## src/hdl/sbs_pkg.sv

```systemverilog
package sbs_pkg;

  // ----------------------------------------------------------------
  // Register indices (byte address is four times the index)
  // ----------------------------------------------------------------
  localparam logic [9:0] SBS_IDX_FAULT = 10'h10c;
  localparam logic [9:0] SBS_IDX_LINE = 10'h11b;
  localparam logic [9:0] SBS_IDX_CNT_A = 10'h11c;
  localparam logic [9:0] SBS_IDX_CNT_B = 10'h11d;
  localparam logic [9:0] SBS_IDX_CTRL_A = 10'h120;
  localparam logic [9:0] SBS_IDX_CTRL_B = 10'h121;

  // ----------------------------------------------------------------
  // Serial error word layout (port B sits one byte higher)
  // ----------------------------------------------------------------
  localparam int SBS_CODE_LSB = 0;
  localparam int SBS_ERR_BIT = 4;
  localparam int SBS_SEND_RDY_BIT = 5;
  localparam int SBS_RX_DONE_BIT = 6;
  localparam int SBS_OVF_BIT = 7;
  localparam int SBS_PORT_B_SHIFT = 8;

  // ----------------------------------------------------------------
  // Board fault word layout
  // ----------------------------------------------------------------
  localparam int SBS_F_HW_BIT = 0;
  localparam int SBS_F_RECOG_BIT = 1;
  localparam int SBS_F_CKSUM_BIT = 2;
  localparam int SBS_F_CALL_B_BIT = 11;
  localparam int SBS_F_CALL_A_BIT = 12;
  localparam int SBS_F_SET_B_BIT = 13;
  localparam int SBS_F_SET_A_BIT = 14;
  localparam int SBS_F_SET_BIT = 15;

  // ----------------------------------------------------------------
  // Port control word layout and reset values
  // ----------------------------------------------------------------
  localparam int SBS_CTRL_MODE_LSB = 0;
  localparam int SBS_CTRL_RESTART_BIT = 4;
  localparam int SBS_CTRL_END_LSB = 8;
  localparam logic [7:0] SBS_END_CNT_RST = 8'h00;
  localparam logic [8:0] SBS_END_CNT_FULL = 9'h100;
  localparam logic [15:0] SBS_WORD_RST = 16'h0000;
  localparam logic [31:0] SBS_RDATA_RST = 32'h0000_0000;

  typedef enum logic [2:0] {
    SBS_MODE_HOST_CMD = 3'b000,
    SBS_MODE_RAW = 3'b001,
    SBS_MODE_SCRIPT = 3'b010,
    SBS_MODE_LINK_1TO1 = 3'b011,
    SBS_MODE_MULTI_TERM = 3'b100
  } sbs_mode_t;

  typedef enum logic [3:0] {
    SBS_LERR_NONE = 4'h0,
    SBS_LERR_PARITY = 4'h1,
    SBS_LERR_FRAMING = 4'h2,
    SBS_LERR_OVERRUN = 4'h3,
    SBS_LERR_TIMEOUT = 4'h4
  } sbs_lerr_t;

  // Status sources of one serial port
  typedef struct packed {
    logic line_err_stb;
    logic [3:0] line_err_code;
    logic send_ready;
    logic rx_byte;
    logic seq_abort;
    logic [7:0] term_busy;
    logic [7:0] repeat_cnt;
  } sbs_port_in_t;

  // Board-level fault sources
  typedef struct packed {
    logic hw_err;
    logic recog_err;
    logic cksum_err;
    logic call_err_a;
    logic call_err_b;
    logic set_err_a;
    logic set_err_b;
  } sbs_board_in_t;

  typedef struct packed {
    logic [2:0] mode;
    logic [7:0] end_cnt;
    logic [3:0] code;
    logic [15:0] rx_cnt;
    logic done;
    logic ovf;
    logic abort;
  } sbs_port_st_t;

  typedef struct packed {
    logic wr_pend;
    logic [9:0] wr_idx;
    logic [31:0] rdata;
    logic [15:0] fault;
    sbs_port_st_t [1:0] port;
  } sbs_state_t;

endpackage

```

## src/hdl/sbs_status_bank.sv

```systemverilog
// The AHB-Lite register port was chosen for this implementation.
`timescale 1ns/1ps
module sbs_status_bank
  import sbs_pkg::*;
(
  input wire logic hclk,
  input wire logic hresetn,
  input wire logic hsel,
  input wire logic [31:0] haddr,
  input wire logic [1:0] htrans,
  input wire logic hwrite,
  input wire logic [2:0] hsize,
  input wire logic [31:0] hwdata,
  input wire logic hready,
  output logic hreadyout,
  output logic hresp,
  output logic [31:0] hrdata,
  input wire sbs_port_in_t port_in [2],
  input wire sbs_board_in_t board_in,
  output logic [2:0] port_mode [2]
);

  // ----------------------------------------------------------------
  // State
  // ----------------------------------------------------------------
  sbs_state_t st_r;
  sbs_state_t st_nxt;
  logic addr_ok;
  logic [9:0] addr_idx;
  logic [15:0] line_word;
  logic [15:0] cnt_word [2];
  logic [15:0] rd_word;

  assign addr_idx = haddr[11:2];
  // Active transfers of any size on mapped upper bits only
  assign addr_ok = hsel && htrans[1] && hready && (haddr[31:12] == 20'h00000);

  // ----------------------------------------------------------------
  // Status word assembly
  // ----------------------------------------------------------------
  always_comb begin
    line_word = SBS_WORD_RST;
    for (int p = 0; p < 2; p++) begin
      line_word[p*SBS_PORT_B_SHIFT+SBS_CODE_LSB +: 4] = st_r.port[p].code;
      line_word[p*SBS_PORT_B_SHIFT+SBS_ERR_BIT] = (st_r.port[p].code != SBS_LERR_NONE);
      if (st_r.port[p].mode == SBS_MODE_HOST_CMD || st_r.port[p].mode == SBS_MODE_RAW) begin
        line_word[p*SBS_PORT_B_SHIFT+SBS_SEND_RDY_BIT] = port_in[p].send_ready;
      end
      if (st_r.port[p].mode == SBS_MODE_RAW) begin
        line_word[p*SBS_PORT_B_SHIFT+SBS_RX_DONE_BIT] = st_r.port[p].done;
        line_word[p*SBS_PORT_B_SHIFT+SBS_OVF_BIT] = st_r.port[p].ovf;
      end else if (st_r.port[p].mode == SBS_MODE_SCRIPT) begin
        line_word[p*SBS_PORT_B_SHIFT+SBS_OVF_BIT] = st_r.port[p].abort;
      end
    end
  end

  // Counter words follow each port's mode
  always_comb begin
    for (int p = 0; p < 2; p++) begin
      cnt_word[p] = SBS_WORD_RST;
      unique case (st_r.port[p].mode)
        SBS_MODE_MULTI_TERM: cnt_word[p][7:0] = port_in[p].term_busy;
        SBS_MODE_SCRIPT: cnt_word[p][7:0] = port_in[p].repeat_cnt;
        SBS_MODE_RAW: cnt_word[p] = st_r.port[p].rx_cnt;
        default: cnt_word[p] = SBS_WORD_RST;
      endcase
    end
  end

  // Read decode; unmapped reads give zero
  always_comb begin
    unique case (addr_idx)
      SBS_IDX_FAULT: rd_word = st_r.fault;
      SBS_IDX_LINE: rd_word = line_word;
      SBS_IDX_CNT_A: rd_word = cnt_word[0];
      SBS_IDX_CNT_B: rd_word = cnt_word[1];
      SBS_IDX_CTRL_A: rd_word = {st_r.port[0].end_cnt, 5'h00, st_r.port[0].mode};
      SBS_IDX_CTRL_B: rd_word = {st_r.port[1].end_cnt, 5'h00, st_r.port[1].mode};
      default: rd_word = SBS_WORD_RST;
    endcase
  end

  // ----------------------------------------------------------------
  // Next state
  // ----------------------------------------------------------------
  always_comb begin
    logic restart;
    logic [15:0] cnt_inc;
    logic [8:0] target;
    restart = 1'b0;
    cnt_inc = 16'h0000;
    target = 9'h000;
    st_nxt = st_r;
    // Address phase capture; read data ready in the data phase
    st_nxt.wr_pend = addr_ok && hwrite;
    st_nxt.wr_idx = addr_idx;
    st_nxt.rdata = addr_ok && !hwrite ? {16'h0000, rd_word} : st_r.rdata;
    // Board faults; reserved bits stay zero
    st_nxt.fault = SBS_WORD_RST;
    st_nxt.fault[SBS_F_HW_BIT] = board_in.hw_err;
    st_nxt.fault[SBS_F_RECOG_BIT] = board_in.recog_err;
    st_nxt.fault[SBS_F_CKSUM_BIT] = board_in.cksum_err;
    st_nxt.fault[SBS_F_CALL_A_BIT] = board_in.call_err_a;
    st_nxt.fault[SBS_F_CALL_B_BIT] = board_in.call_err_b;
    st_nxt.fault[SBS_F_SET_A_BIT] = board_in.set_err_a;
    st_nxt.fault[SBS_F_SET_B_BIT] = board_in.set_err_b;
    st_nxt.fault[SBS_F_SET_BIT] = board_in.set_err_a | board_in.set_err_b;
    for (int p = 0; p < 2; p++) begin
      // Control write; status words ignore writes
      restart = 1'b0;
      if (st_r.wr_pend && st_r.wr_idx == (p == 0 ? SBS_IDX_CTRL_A : SBS_IDX_CTRL_B)) begin
        st_nxt.port[p].mode = hwdata[SBS_CTRL_MODE_LSB +: 3];
        st_nxt.port[p].end_cnt = hwdata[SBS_CTRL_END_LSB +: 8];
        restart = hwdata[SBS_CTRL_RESTART_BIT];
      end
      // Restart clears first so a same-cycle event wins
      if (restart) begin
        st_nxt.port[p].code = SBS_LERR_NONE;
        st_nxt.port[p].rx_cnt = SBS_WORD_RST;
        st_nxt.port[p].done = 1'b0;
        st_nxt.port[p].ovf = 1'b0;
        st_nxt.port[p].abort = 1'b0;
      end
      // Line errors; timeout only in one-to-one link mode
      if (port_in[p].line_err_stb &&
          (port_in[p].line_err_code != SBS_LERR_TIMEOUT ||
           st_r.port[p].mode == SBS_MODE_LINK_1TO1)) begin
        st_nxt.port[p].code = port_in[p].line_err_code;
      end
      // Raw byte counting against the end count, zero meaning full
      target = (st_r.port[p].end_cnt == 8'h00) ? SBS_END_CNT_FULL
                                               : {1'b0, st_r.port[p].end_cnt};
      cnt_inc = (restart ? SBS_WORD_RST : st_r.port[p].rx_cnt) + 16'h0001;
      if (st_r.port[p].mode == SBS_MODE_RAW && port_in[p].rx_byte) begin
        if (st_r.port[p].done && !restart) begin
          st_nxt.port[p].ovf = 1'b1;
        end else begin
          st_nxt.port[p].rx_cnt = cnt_inc;
          if (cnt_inc == {7'h00, target}) begin
            st_nxt.port[p].done = 1'b1;
          end
        end
      end
      if (st_r.port[p].mode == SBS_MODE_SCRIPT && port_in[p].seq_abort) begin
        st_nxt.port[p].abort = 1'b1;
      end
    end
  end

  // ----------------------------------------------------------------
  // Registers
  // ----------------------------------------------------------------
  always_ff @(posedge hclk or negedge hresetn) begin
    if (!hresetn) begin
      st_r.wr_pend <= 1'b0;
      st_r.wr_idx <= 10'h000;
      st_r.rdata <= SBS_RDATA_RST;
      st_r.fault <= SBS_WORD_RST;
      for (int p = 0; p < 2; p++) begin
        st_r.port[p].mode <= SBS_MODE_HOST_CMD;
        st_r.port[p].end_cnt <= SBS_END_CNT_RST;
        st_r.port[p].code <= SBS_LERR_NONE;
        st_r.port[p].rx_cnt <= SBS_WORD_RST;
        st_r.port[p].done <= 1'b0;
        st_r.port[p].ovf <= 1'b0;
        st_r.port[p].abort <= 1'b0;
      end
    end else begin
      st_r <= st_nxt;
    end
  end

  // Bus answers: zero wait, always OKAY
  assign hreadyout = 1'b1;
  assign hresp = 1'b0;
  assign hrdata = st_r.rdata;
  assign port_mode[0] = st_r.port[0].mode;
  assign port_mode[1] = st_r.port[1].mode;

  // Read request taken this cycle
  logic rd_take;
  assign rd_take = addr_ok && !hwrite;
endmodule

```

## config.mk

```make
export PLATFORM = sky130hd
export DESIGN_NAME = sbs_status_bank
export DESIGN_NICKNAME = d
export VERILOG_FILES = /design/src/hdl/sbs_pkg.sv /design/src/hdl/sbs_status_bank.sv
export SDC_FILE = /design/constraint.sdc
export NUM_CORES = 1
export LEC_CHECK = 0
export ABC_AREA = 1
export BUFFER_PORTS_ARGS = -buffer_cell sky130_fd_sc_hd__buf_2
export CAP_MARGIN = 25
export CORE_ASPECT_RATIO = 1.2
export CORE_MARGIN = 4
export CORE_UTILIZATION = 40
export CTS_CLUSTER_SIZE = 30
export DETAILED_ROUTE_END_ITERATION = 10
export PLACE_DENSITY = 0.63
export SLEW_MARGIN = 30
export SYNTH_ARGS = -nofsm -noshare
export SYNTH_HDL_FRONTEND = slang
export SYNTH_SLANG_ARGS = --single-unit
```

## constraint.sdc

```tcl
create_clock -name hclk -period 5.2 [get_ports hclk]
set_input_delay 0.52 -clock hclk [delete_from_list [all_inputs] [get_ports hclk]]
set_output_delay 0.52 -clock hclk [all_outputs]
set_load 0.01 [all_outputs]
```

After elaboration in Yosys (flattened, before gate mapping)
Index checks and enable logic that the tools add are counted.
{"block": "op_classes", "n_bitwise": 1, "reduce_logical": 33, "n_addsub": 2, "n_eq_ne": 20, "mux": 33}
{"cell": "$pmux 16 s6", "count": 1}
{"cell": "$eq 10x9->1 const B", "count": 8}
{"cell": "$pmux 8 s3", "count": 2}
{"cell": "$mux 23", "count": 2}
{"cell": "$mux 18", "count": 2}
{"cell": "$mux 17", "count": 2}
{"cell": "$add 16x1->16 const B", "count": 2}
{"cell": "$eq 16x9->1", "count": 2}
{"cell": "$mux 16", "count": 2}
{"cell": "$logic_not 20->1", "count": 1}
{"cell": "$mux 9", "count": 2}
{"cell": "$logic_not 8->1", "count": 2}
{"cell": "$mux 1", "count": 16}
{"cell": "$mux 8", "count": 2}
{"cell": "$logic_and 1x1->1", "count": 15}
{"cell": "$eq 3x2->1 const B", "count": 4}
{"cell": "$mux 4", "count": 2}
{"cell": "$ne 4x3->1 const B", "count": 2}
{"cell": "$reduce_bool 2->1", "count": 4}
{"cell": "$reduce_bool 4->1", "count": 2}
{"cell": "$eq 3x1->1 const B", "count": 2}
{"cell": "$eq 3x3->1 const B", "count": 2}
{"cell": "$logic_not 3->1", "count": 2}
{"cell": "$logic_or 1x1->1", "count": 4}
{"cell": "other kinds (2)", "count": 4}
{"block": "word_totals", "wordCells": 107, "regBits": 103}

Logic depth before layout (Yosys ltp)
{"block": "depth", "ltp_word": 9, "depth_mapped": 24, "depth_no_buf": 22}

Worst setup path after synthesis
OpenSTA, ideal clock, no wires.
{"block": "synth_path", "kind": "flip-flop to flip-flop", "startpoint": "reg st_r[118] (netlist name)", "endpoint": "reg st_r[36] (netlist name)", "arrival_time_ps": 2342, "stages_incl_launch_ff": 19, "setup_slack_ps": 2793, "n_path_buf": 2, "t_required_ps": 5135, "setup_ps": 65, "path_cell_list": "dfrtp_1 -> or2_1 -> nor2_4 -> nand3_4 -> buf_6 -> buf_6 -> nand2_1 -> inv_1 -> ha_1 -> xor2_1 -> nor2_1 -> nand3_1 -> nor2_1 -> nand2_1 -> nor2_1 -> nand2_1 -> nor2_1 -> nand3_1 -> nand2_1"}
{"element": "start, declared", "line": "sbs_status_bank.sv:26", "text": "sbs_state_t st_r;"}
{"element": "start signal, assigned", "line": "sbs_status_bank.sv:170", "text": "st_r <= st_nxt;"}

==> impl_metrics.ini <==
[outcome]
outcome = finished clean

[yosys]
ys_types = 48
netlist_instances = 948
yosysWarningCount = 0
yosysMostFrequentCell = nand2_1
synthTopCellsByCount = nand2_1 (252), inv_1 (124), nand3_1 (105)
synth_top_area_share_pct = 38.6
synth_top_area_cell = dfrtp_1
synthFlopType = dfrtp_1
syn_area_per_cell_um2 = 7.05
seq_area_frac_synth_pct = 38.6
synth_edf_count = 0
synth_area_leaders = dfrtp_1 (39%), nand2_1 (14%), nand3_1 (7.9%)
ys_ff_latch = 103
syn_area_mm2 = 0.00669
async_flop_share_pct = 100

[layout]
area_growth_pct = 13.6
nets = 1176
drive_gt1_share_pct = 16.3
fill_cells = 1708

[grt]
grt_pass1_wl_um = 33400
grt_overflow = 0
grt.total_usage_pct = 22.4
grt_max_degree = 61
antenna_found_initial = 2
grt_pass1_vias = 6375

[worst_setup_path]
startpoint_type = flip-flop
crit_top_cell = nand2_1
cp-endpoint = st_r[2]
crit_path_top_delay_cell = nor2_1
crit_chain = inv_1 > nor2_1 > nand2_1 > nor2_1 > nand3_4 > nand2_2 > inv_2 > ha_1 > nand2_1 > inv_1 > nand3_1 > nor2_1 > nand2_1 > nand2_1 > nand2_1 > nand2_1 > nand3_1 > nor2_1 > nand3_1 > nand2_1
critPathMaxStageDelay_ns = 0.44
r2r_setup_slack_ns = 2.26
crit_type = flip-flop to flip-flop
regToRegStartpoint = st_r[121]
crit_buf_inv = 3
endpoint_kind = flip-flop
critPathMaxFanout = 35
crit_arrival_ns = 3.23
reg2reg_to = st_r[2]
critPathLaunch = st_r[121]
rr_worst_depth = 20
cp.required_ns = 5.50
crit_cells = 20
critPathTopFamily = simple AND/OR/NAND/NOR gates

[cts]
cts-root-buf = clkbuf_16
cts_sinks = 103
clk_pin_slew_ns = 0.08
clk_latency_ns = 0.36
cts_buffers = 9
cts-resized-gates = 0
cts_tree = done
postCtsHoldBufs = 0
clk_path_buf_depth = 2
h-tree-depth = 3
cts_setup_buffers = 0

[die]
core_area_mm2 = 0.0163
die_y_um = 150
die_x_um = 126
ios = 169
start_util_pct = 40.9
die-area_mm2 = 0.0189
row_count = 51

[power_and_ir_drop]
vdd_drop_max_mv = 0.179
internal_power_w = 0.00128
p_leak_nw = 3.87
power_frac_comb_pct = 6.3
power.share.clock_pct = 44.7
seqPwrFrac_pct = 49.0
netSwitchingPower_w = 0.000395
switching_share_pct = 23.6
power_density_mw_per_mm2 = 221

[timing]
worst_slew_pin_slew_ns = 0.876
fin_tns_setup_ns = 0
setup_viol = 0
setup_slack_ns = 2.26
finalHoldViolCount = 0
rsz0062_at_grt = no
max_freq_mhz = 340
fin_crit_sh_pct = 56.5
slew_headroom_pct = 41.1
drv_slew = 0
skew_ns = 0.0132
min_period_ns = 2.94

[place]
post-place-ws_ns = 2.18
hpwlAfterDp_um = 16700
io_buffers = 124
place.gp.congestion = 0.900

[run]
max-cap-violations = 0

[worst_hold_path]
hold_class = primary input to async pin

[routing]
drc_errors = 0
drtAntennaViolNets = 0
drt_first_iter_violations = 533
wirelength_um = 21000
num_vias = 6691
drtPass1Iterations = 5
wl_per_cell_um = 16.7
via_per_inst = 5.30
==> per-layer routing <==
layer,up-vias,wire (um),GRT usage (%)
met5,-,7,0
met4,2,607,7.78
met3,41,1640,4.43
met2,265,9970,37.5
met1,3097,8810,29.1
li1,3286,-,-
==> worst register-to-register path, cell delays in order, from the launching register on <==
cell and delay [ns]:
dfrtp_1 0.36, inv_1 0.06, nor2_1 0.04, nand2_1 0.07, nor2_1 0.07, nand3_4 0.33, nand2_2 0.13, inv_2 0.10
ha_1 0.23, nand2_1 0.07, inv_1 0.07, nand3_1 0.11, nor2_1 0.44, nand2_1 0.18, nand2_1 0.11, nand2_1 0.05
nand2_1 0.06, nand3_1 0.08, nor2_1 0.13, nand3_1 0.10, nand2_1 0.07
==> through the flow <==
| stage | utilization [%] | instances | instance area (um^2) | total power [W] | hold slack (ns) |
|---|---|---|---|---|---|
| 2_1_floorplan | - | 964 | 6750 | 0.000878 | 0.224 |
| 3_3_place_gp | 44.5 | 1246 | 7270 | 0.000943 | 0.460 |
| 3_5_place_dp | 44.5 | 1246 | 7270 | 0.000943 | 0.467 |
| 4_1_cts | 46.5 | 1262 | 7590 | 0.00168 | 0.186 |
| 5_1_grt | 46.5 | 1263 | 7590 | 0.00173 | 0.199 |
| 6_report | 46.5 | 1263 | 7590 | 0.00168 | 0.150 |
==> area by class of cell <==
type	instances	area, um^2	share of cell area (%)
clock buffers	10	229	3.02
clock inverters	6	93.8	1.24
multi-input cells	671	3270	43.1
repair buffers	129	661	8.70
flip-flops and latches	103	2580	33.9
well taps	212	265	3.49
inverters	131	492	6.48
diodes	1	2.50	0.0330
==> state kept, by name (all words and copies together) (netlist names) <==
| register | flops |
|---|---|
| hrdata | 16 |
| st_r | 73 |
| line_word | 8 |
| port_mode | 6 |
==> power groups by stage <==
stage / clock network, W / logic, W / registers, W
finish: 0.000748 / 0.000106 / 0.000821
global route: 0.000790 / 0.000120 / 0.000823
CTS: 0.000754 / 0.000107 / 0.000821
detailed placement: 0 / 0.000106 / 0.000837
global placement: 0 / 0.000106 / 0.000837
floorplan: 0 / 0.0000423 / 0.000836
==> logic make-up after synthesis <==
| kind of cell | after synthesis | synth area share [%] |
|---|---|---|
| and+or+nand+nor | 503 | 33.7 |
| DFF | 103 | 38.6 |
| AOI/OAI and AO/OA | 141 | 12.8 |
| xor gates and xnor gates | 6 | 0.786 |
| buffers and inverters | 190 | 13.5 |
| other | 2 | 0.112 |
| adders and majority gates | 2 | 0.374 |
| muxes | 1 | 0.168 |
==> layout by cell type (no fill, tap or decap), types with 4 or more instances in the layout <==
master	n
a21oi_1	13
a221oi_1	4
a31oi_1	9
buf_2	123
buf_4	6
clkbuf_16	9
conb_1	18
dfrtp_1	103
inv_1	124
inv_2	6
nand2_1	252
nand2_2	5
nand3_1	105
nand3b_1	5
nand4_1	21
nor2_1	70
nor3_1	15
nor4_1	11
o211ai_1	6
o21ai_0	66
o22ai_1	21
o31ai_1	4
xor2_1	6
==> worst min-delay path by stage <==
| stage | end | slack [ns] | cells past startpoint |
|---|---|---|---|
| after floorplan | hrdata[0] | 0.22 | 0 |
| after global placement | hrdata[1] | 0.46 | 2 |
| after global routing | line_word[1] | 0.20 | 1 |
| final | line_word[1] | 0.15 | 1 |
| after CTS | line_word[1] | 0.19 | 1 |
| after detailed placement | hrdata[1] | 0.47 | 2 |
(Power assumes the default switching activity.)
